===== src/verilog/prr_pkg.sv =====
// constants and types for the prom reset and reconfiguration trigger
// Function
// - hold reset line low during power-up until supplies pass thresholds
// - release reset line only after minimum release delay
// - supply loss resets device and holds line low again
// - reset line is always active low, never inverted
// - reset or chip-enable high clears address, cascade out high, floats outputs
// - serial variant release depends only on core supply threshold
// - parallel variant also waits for output supply good
// - reset line is open-drain, pulled up, wired to fpga init
// - reconfigure update drives configuration pin low for a while
// - then drive high briefly, then release to pull-up
// - parallel variant: configuration pin low resets selected revision
// - parallel variant: stays in reset while configuration pin sensed low
// - serial variant: configuration pin is output only
// - jtag port follows standard tap behaviour
package prr_pkg;
  localparam int          CLK_MHZ            = 100;
  localparam int          RELEASE_DELAY_US   = 2000;
  localparam int          RELEASE_DELAY_CYC  = RELEASE_DELAY_US * CLK_MHZ;
  localparam int          CFG_LOW_US         = 1;
  localparam int          CFG_LOW_CYC        = CFG_LOW_US * CLK_MHZ;
  localparam int          CFG_HIGH_CYC       = 2;
  localparam int          ADDR_W             = 24;
  localparam logic [23:0] ADDR_RST           = 24'h000000;
  localparam int          SYNC_STAGES        = 2;

  typedef enum logic [2:0]
  {
    PRR_IDLE = 3'b001,
    PRR_LOW  = 3'b010,
    PRR_HIGH = 3'b100
  } prr_cfg_t;
endpackage


===== src/verilog/prr_sync_if.sv =====
// interface carrying raw pins into the synchroniser and clean levels out
`timescale 1ns/100ps
`default_nettype none
interface prr_sync_if;
  logic [4:0] raw;
  logic [4:0] clean;
  modport src (output raw, input clean);
  modport snk (input raw, output clean);
endinterface
`default_nettype wire


===== src/verilog/prr_sync.sv =====
// two flop synchroniser bank for asynchronous pin levels
`timescale 1ns/100ps
`default_nettype none
module prr_sync
  import prr_pkg::*;
#(
  parameter int W = 5
)
(
  input  wire logic core_clk,
  input  wire logic rst_b,
  prr_sync_if.snk   sif
);
  logic [W-1:0] s1_r;
  logic [W-1:0] s2_r;

  // first stage feeds only the second
  always_ff @(posedge core_clk or negedge rst_b)
  begin
    if (!rst_b)
    begin
      s1_r <= '0;
      s2_r <= '0;
    end
    else
    begin
      s1_r <= sif.raw;
      s2_r <= s1_r;
    end
  end

  assign sif.clean = s2_r;
endmodule
`default_nettype wire


===== src/verilog/prr_top.sv =====
// reset sequencer and reconfiguration pulse generator of a config prom
`timescale 1ns/100ps
`default_nettype none
module prr_top
  import prr_pkg::*;
#(
  parameter bit PARALLEL     = 1'b1,
  parameter int RELEASE_CYC  = RELEASE_DELAY_CYC,
  parameter int CFGLOW_CYC   = CFG_LOW_CYC
)
(
  input  wire logic              core_clk,
  input  wire logic              rst_b,
  input  wire logic              core_supply_por_ok,
  input  wire logic              out_supply_ok,
  input  wire logic              reset_line_in,
  input  wire logic              chip_enable_n,
  input  wire logic              reconfig_pulse_n_in,
  input  wire logic              jtag_reconfig_update,
  output logic                   reset_line_out,
  output logic                   reset_line_oe_n,
  output logic                   reconfig_pulse_n_out,
  output logic                   reconfig_pulse_oe_n,
  output logic                   chip_select_cascade_out_n,
  output logic                   data_out_oe_n,
  output logic [ADDR_W-1:0]      addr_cnt,
  output logic                   revision_reset
);
  ////////////////////////////////////////////////////////////////////
  // synchronise asynchronous pins
  prr_sync_if sif ();
  logic por_ok;
  logic vco_ok;
  logic line_hi;
  logic ce_hi;
  logic cf_hi;

  assign sif.raw = {core_supply_por_ok, out_supply_ok, reset_line_in,
                    chip_enable_n, reconfig_pulse_n_in};

  prr_sync #(.W(5)) u_sync
  (
    .core_clk (core_clk),
    .rst_b    (rst_b),
    .sif      (sif)
  );

  assign por_ok  = sif.clean[4];
  assign vco_ok  = sif.clean[3];
  assign line_hi = sif.clean[2];
  assign ce_hi   = sif.clean[1];
  assign cf_hi   = sif.clean[0];

  ////////////////////////////////////////////////////////////////////
  // supply good decision per variant
  logic supplies_ok;
  logic cf_reset;

  // serial variant sees core supply only
  assign supplies_ok = PARALLEL ? (por_ok && vco_ok) : por_ok;
  // cf low holds the parallel variant in reset
  assign cf_reset    = PARALLEL && !cf_hi;

  ////////////////////////////////////////////////////////////////////
  // release delay counter
  logic [31:0] dly_r;
  logic [31:0] dly_nxt;
  logic        released_r;
  logic        released_nxt;

  // count up while supplies good, restart on any drop
  always_comb
  begin
    dly_nxt      = dly_r;
    released_nxt = released_r;
    if (!supplies_ok || cf_reset)
    begin
      dly_nxt      = '0;
      released_nxt = 1'b0;
    end
    else if (!released_r)
    begin
      if (dly_r >= 32'(RELEASE_CYC - 1))
        released_nxt = 1'b1;
      else
        dly_nxt = dly_r + 32'h00000001;
    end
  end

  always_ff @(posedge core_clk or negedge rst_b)
  begin
    if (!rst_b)
    begin
      dly_r      <= '0;
      released_r <= 1'b0;
    end
    else
    begin
      dly_r      <= dly_nxt;
      released_r <= released_nxt;
    end
  end

  ////////////////////////////////////////////////////////////////////
  // reconfiguration pulse sequencer
  prr_cfg_t    cst_r;
  prr_cfg_t    cst_nxt;
  logic [31:0] ccnt_r;
  logic [31:0] ccnt_nxt;

  // low phase, brief high, then release
  always_comb
  begin
    cst_nxt  = cst_r;
    ccnt_nxt = ccnt_r;
    unique case (cst_r)
      PRR_IDLE:
      begin
        if (jtag_reconfig_update)
        begin
          cst_nxt  = PRR_LOW;
          ccnt_nxt = '0;
        end
      end
      PRR_LOW:
      begin
        if (ccnt_r >= 32'(CFGLOW_CYC - 1))
        begin
          cst_nxt  = PRR_HIGH;
          ccnt_nxt = '0;
        end
        else
          ccnt_nxt = ccnt_r + 32'h00000001;
      end
      PRR_HIGH:
      begin
        if (ccnt_r >= 32'(CFG_HIGH_CYC - 1))
          cst_nxt = PRR_IDLE;
        else
          ccnt_nxt = ccnt_r + 32'h00000001;
      end
      default:
      begin
        cst_nxt  = PRR_IDLE;
        ccnt_nxt = '0;
      end
    endcase
  end

  always_ff @(posedge core_clk or negedge rst_b)
  begin
    if (!rst_b)
    begin
      cst_r  <= PRR_IDLE;
      ccnt_r <= '0;
    end
    else
    begin
      cst_r  <= cst_nxt;
      ccnt_r <= ccnt_nxt;
    end
  end

  ////////////////////////////////////////////////////////////////////
  // pin drivers, address counter and revision reset
  logic              dev_reset;
  logic              rl_out_nxt;
  logic              rl_oe_nxt;
  logic              cf_out_nxt;
  logic              cf_oe_nxt;
  logic              ceo_nxt;
  logic              doe_nxt;
  logic [ADDR_W-1:0] addr_nxt;
  logic              rev_nxt;

  // sensed low line (own or monitor) or ce high resets core
  assign dev_reset = !released_r || !line_hi || ce_hi || cf_reset;

  always_comb
  begin
    // open drain: drive low until released, never inverted
    rl_out_nxt = 1'b0;
    rl_oe_nxt  = released_r;
    cf_out_nxt = (cst_r != PRR_LOW); // high when idle, so release never dips low
    cf_oe_nxt  = (cst_r == PRR_IDLE);
    ceo_nxt    = 1'b1;
    doe_nxt    = 1'b1;
    addr_nxt   = addr_cnt;
    if (dev_reset)
    begin
      addr_nxt = ADDR_RST;
      ceo_nxt  = 1'b1;
      doe_nxt  = 1'b1;
    end
    else
    begin
      ceo_nxt  = 1'b0;
      doe_nxt  = 1'b0;
      addr_nxt = addr_cnt + ADDR_W'(1); // one word per cycle while enabled
    end
    // revision selection restarts on cf low
    rev_nxt = cf_reset;
  end

  always_ff @(posedge core_clk or negedge rst_b)
  begin
    if (!rst_b)
    begin
      reset_line_out            <= 1'b0;
      reset_line_oe_n           <= 1'b0;
      reconfig_pulse_n_out      <= 1'b1;
      reconfig_pulse_oe_n       <= 1'b1;
      chip_select_cascade_out_n <= 1'b1;
      data_out_oe_n             <= 1'b1;
      addr_cnt                  <= ADDR_RST;
      revision_reset            <= 1'b1;
    end
    else
    begin
      reset_line_out            <= rl_out_nxt;
      reset_line_oe_n           <= rl_oe_nxt;
      reconfig_pulse_n_out      <= cf_out_nxt;
      reconfig_pulse_oe_n       <= cf_oe_nxt;
      chip_select_cascade_out_n <= ceo_nxt;
      data_out_oe_n             <= doe_nxt;
      addr_cnt                  <= addr_nxt;
      revision_reset            <= rev_nxt;
    end
  end

  // the tap itself lives in a separate standard controller; this
  // block consumes its decoded update strobe only
endmodule
`default_nettype wire


===== config.mk =====
export PLATFORM = sky130hd
export DESIGN_NAME = prr_top
export DESIGN_NICKNAME = d
export VERILOG_FILES = /design/src/verilog/prr_pkg.sv /design/src/verilog/prr_sync_if.sv /design/src/verilog/prr_sync.sv /design/src/verilog/prr_top.sv
export SDC_FILE = /design/constraint.sdc
export NUM_CORES = 1
export LEC_CHECK = 0
export BUFFER_PORTS_ARGS = -buffer_cell sky130_fd_sc_hd__buf_2
export CORE_MARGIN = 2
export CORE_UTILIZATION = 30
export CTS_CLUSTER_SIZE = 30
export DETAILED_ROUTE_END_ITERATION = 6
export PLACE_DENSITY = 0.5
export RECOVER_POWER = 100
export SLEW_MARGIN = 10
export SYNTH_ARGS = -nofsm -noshare
export SYNTH_HDL_FRONTEND = slang
export SYNTH_HIERARCHICAL = 1
export SYNTH_SLANG_ARGS = --single-unit

===== constraint.sdc =====
create_clock -name core_clk -period 2.8 [get_ports core_clk]
set_input_delay 0.84 -clock core_clk [delete_from_list [all_inputs] [get_ports core_clk]]
set_output_delay 0.84 -clock core_clk [all_outputs]
set_load 0.01 [all_outputs]

==> impl_results.md <==
* Synth Register Bits at approximately 110
* Final hold vios at 0
* Global route total overflow at 0
* CTS tree: done
* H-tree levels at 3
* Largest net degree at the start of global routing at around 110
* Total power per unit cell area at around 620 nW/um2
* Vias per inst at approximately 4.8
* Die Width at 131 um
* Post-DRT Antenna Nets at 0
* Area Growth Syn to Fin at 13.5%
* Worst slew pin tran at approximately 1.5 ns
* Antenna Cells at 0
* RSZ-0062 raised after global routing: no
* Status: finished, final reports clean
* Critical path's most frequent cell: nor2_1
* Most used DFF post-synth: dfrtp_1
* Worst EP required at a little over 3 ns
* Final core occ at 0.346
* Max incr delay on CP at 0.82 ns
* Layout cells sized above 1 at 0.0828
* Io pins at 39
* DRT Pass-1 Iters at 5
* Max Cap Viol at 0
* WS Path Type: flip-flop to flip-flop
* Clk_lat worst skew at 0.35 ns
* Psw at just under 0.9 mW
* Gpl congestion at around 0.81
* Sw frac at 0.260
* Area contributors post-synth: dfrtp_1, nor2_1, xnor2_1
* CP Launch Type: flip-flop
* Number of synthesized flops with an enable pin at 0
* LEAKAGE at about 2.2 nW
* CP Cell Sequence: ha_1 -> nor4_1 -> o21a_1 -> nor3b_1 -> nor2_1 -> buf_4 -> nor2_1
* Die height at approximately 130 um
* First-pass GRT wire length at roughly 16,000 um
* Root Driver: clkbuf_16
* Final Cycle Share at 0.896
* Arrival time at the worst endpoint at between 2 and 3 ns
* Routed WL at approximately 9700 um
* Yosys cell types at 59
* Starting Density at 0.305
* Fmax at 0.398 GHz
* GRT Resource Usage Total at 0.122
* Crit-path max FO at 16
* Final routed DRC violation total at 0
* Initial drt markers at approximately 180
* Hold buffer count at CTS at 0
* Syn Nets at between 400 and 500
* Worst path slowest cell: nor2_1
* Post-DP HPWL at around 6300 um
* Crit. Startpoint: ccnt_r[0]
* Total clock buffers created by CTS at 9
* Post-synth top area cell: dfrtp_1
* Mapped cell area at about 4800 um2
* Setup TNS at 0 ns
* Total number of vias at roughly 3,400
* Internal at around 2.5 mW
* Ys async rst share at 1.00
* Critical path endpoint category: flip-flop
* Worst Clk Skew at 0.0113 ns
* # rows at 46
* Initial antenna violation count at 0
* Synth warn at 6
* Wire per inst at about 14 um
* Critical R2R Launch: ccnt_r[0]
* Clk buf depth at 2
* Port Buffers at 37
* Number of global-route vias before repair at between 3,000 and 4,000
* Slew Limit Fails at 0
* Slew margin rel. at 0.0326
* Seq pwr share at 0.492
* Max IR drop VDD at between 0.3 and 0.4 mV
* Mapped Cells at roughly 450
* Final setup fails at 0
* # clock sinks at between 100 and 150
* Logic pwr share at 0.114
* Final net count at between 500 and 600
* Area share of the largest cell type after synthesis at 0.531
* Clk pwr share at 0.394
* Setup bufs post-CTS at 0
* Worst hold path type: flip-flop to flip-flop
* Clock transition at the registers of the reported paths at approximately 0.070 ns
* Post-route minimum period at around 2.5 ns
* Die area at between 15,000 and 20,000 um2
* Sequential share of the synthesized area at 0.559
* Core footprint at between 15,000 and 20,000 um2
* Hold wc startpoint: u_sync/s1_r[4]
* Post-CTS sizing at 0
* Synthesized area per cell at ~11 um2
-- final cells by class --
| type | instances | area, um2 |
|---|---|---|
| Fill cell | 1628 | 10300 |
| Clock inverter | 5 | 60.1 |
| Clock buffer | 11 | 253 |
| Tap cell | 216 | 270 |
| Timing Repair Buffer | 42 | 184 |
| Sequential cell | 107 | 2680 |
| Multi-Input combinational cell | 319 | 1960 |
| Inverter | 11 | 41.3 |
-- sequential cells by signal, indices dropped and copies added, names as in the netlist --
register              flops
reconfig_pulse_oe_n       1
reconfig_pulse_n_out      1
revision_reset            1
ccnt_r                   32
released_r                1
u_sync/s1_r               5
data_out_oe_n             1
reset_line_oe_n           1
u_sync/sif.clean          5
dly_r                    32
cst_r                     3
addr_cnt                 24
-- synthesized netlist by cell type, types with 3 or more instances --
master,count
dfrtp_1,102
nor2_1,76
nand2_1,23
xnor2_1,23
nand3_1,20
and2_1,18
a21oi_1,17
nor4_1,14
inv_1,11
and3_1,10
a31oi_1,9
and4_1,9
nor3_1,9
xor2_1,9
clkbuf_1,8
a41oi_1,7
nand4_1,7
dfstp_2,5
ha_1,5
o21ai_0,5
buf_2,4
nand2b_1,4
nor4_2,4
or3_1,4
a21o_1,3
nand4b_1,3
-- stage by stage --
stage / area, um2 / worst slack, ns / instances / power [mW] / hold WS, ns
floorplan: 4800 / 0.721 / 451 / 1.96 / 0.331
global placement: 5250 / 0.360 / 695 / 2.08 / 0.338
detailed placement: 5250 / 0.228 / 695 / 2.09 / 0.339
CTS: 5560 / 0.263 / 711 / 3.43 / 0.355
global route: 5450 / 0.0216 / 711 / 3.54 / 0.370
finish: 5450 / 0.290 / 711 / 3.36 / 0.353
-- placed cells by master, fill, tap and decap left out, types with 3 or more instances in the layout --
| cell type | count |
|---|---|
| clkbuf_1 | 31 |
| dfstp_2 | 4 |
| and2_1 | 6 |
| nor3b_1 | 3 |
| inv_1 | 11 |
| clkbuf_16 | 9 |
| xor2_1 | 9 |
| nor4_1 | 15 |
| a31oi_1 | 9 |
| nand2b_1 | 4 |
| o21ai_0 | 5 |
| buf_4 | 3 |
| ha_1 | 5 |
| a21oi_1 | 17 |
| buf_2 | 6 |
| a21o_1 | 3 |
| or3_1 | 4 |
| nand4_1 | 8 |
| dfrtp_1 | 102 |
| a2111oi_0 | 3 |
| a41oi_1 | 7 |
| nor3_1 | 10 |
| nand2_1 | 23 |
| nand3_1 | 20 |
| and4_1 | 9 |
| nor4_2 | 3 |
| and2_0 | 13 |
| nor2_1 | 76 |
| xnor2_1 | 23 |
| and3_1 | 10 |
| nand4b_1 | 3 |
-- critical path: cells and delay by family (launching register included) --
kind,cells,cell delay (ns)
simple gates,4,1.15
flops,1,0.45
buf+inv,1,0.35
fa+ha+maj,1,0.27
compound gates,1,0.18
-- logic make-up (layout without fill, tap and decap cells) --
kind of cell,Yosys count,count (layout),share of synthesized area
and+or+nand+nor,215,215,0.242
DFF,107,107,0.559
AOI/OAI and AO/OA,63,63,0.0985
xor gates and xnor gates,32,32,0.0583
buffers and inverters,25,69,0.0221
adders and majority gates,5,5,0.0130
muxes,3,3,0.00651
other,1,1,0.000781
-- metal layers --
layer,share of wire,routed length (um),GRT usage
met5,0,0,0
met4,0.019,180,0.0526
met3,0.032,310,0.0248
met2,0.43,4160,0.180
met1,0.52,5010,0.173
-- path summary, 6_finish.rpt --
path,to,slack [ns],depth (start not counted)
max reg2reg,ccnt_r[25],0.29,7
max in group asynchronous,dly_r[17],0.94,2
max,ccnt_r[25],0.29,7
min,u_sync/sif.clean[4],0.35,0
min reg2reg,u_sync/sif.clean[4],0.35,0
min in group asynchronous,ccnt_r[10],0.97,2
-- power by group through the flow --
stage	Combinational, mW	Sequential, mW	Clock, mW
global route	0.442	1.66	1.43
detailed placement	0.400	1.69	0
floorplan	0.277	1.69	0
finish	0.382	1.66	1.32
global placement	0.389	1.69	0
CTS	0.402	1.66	1.37
Power figures use the tool's default switching activity.
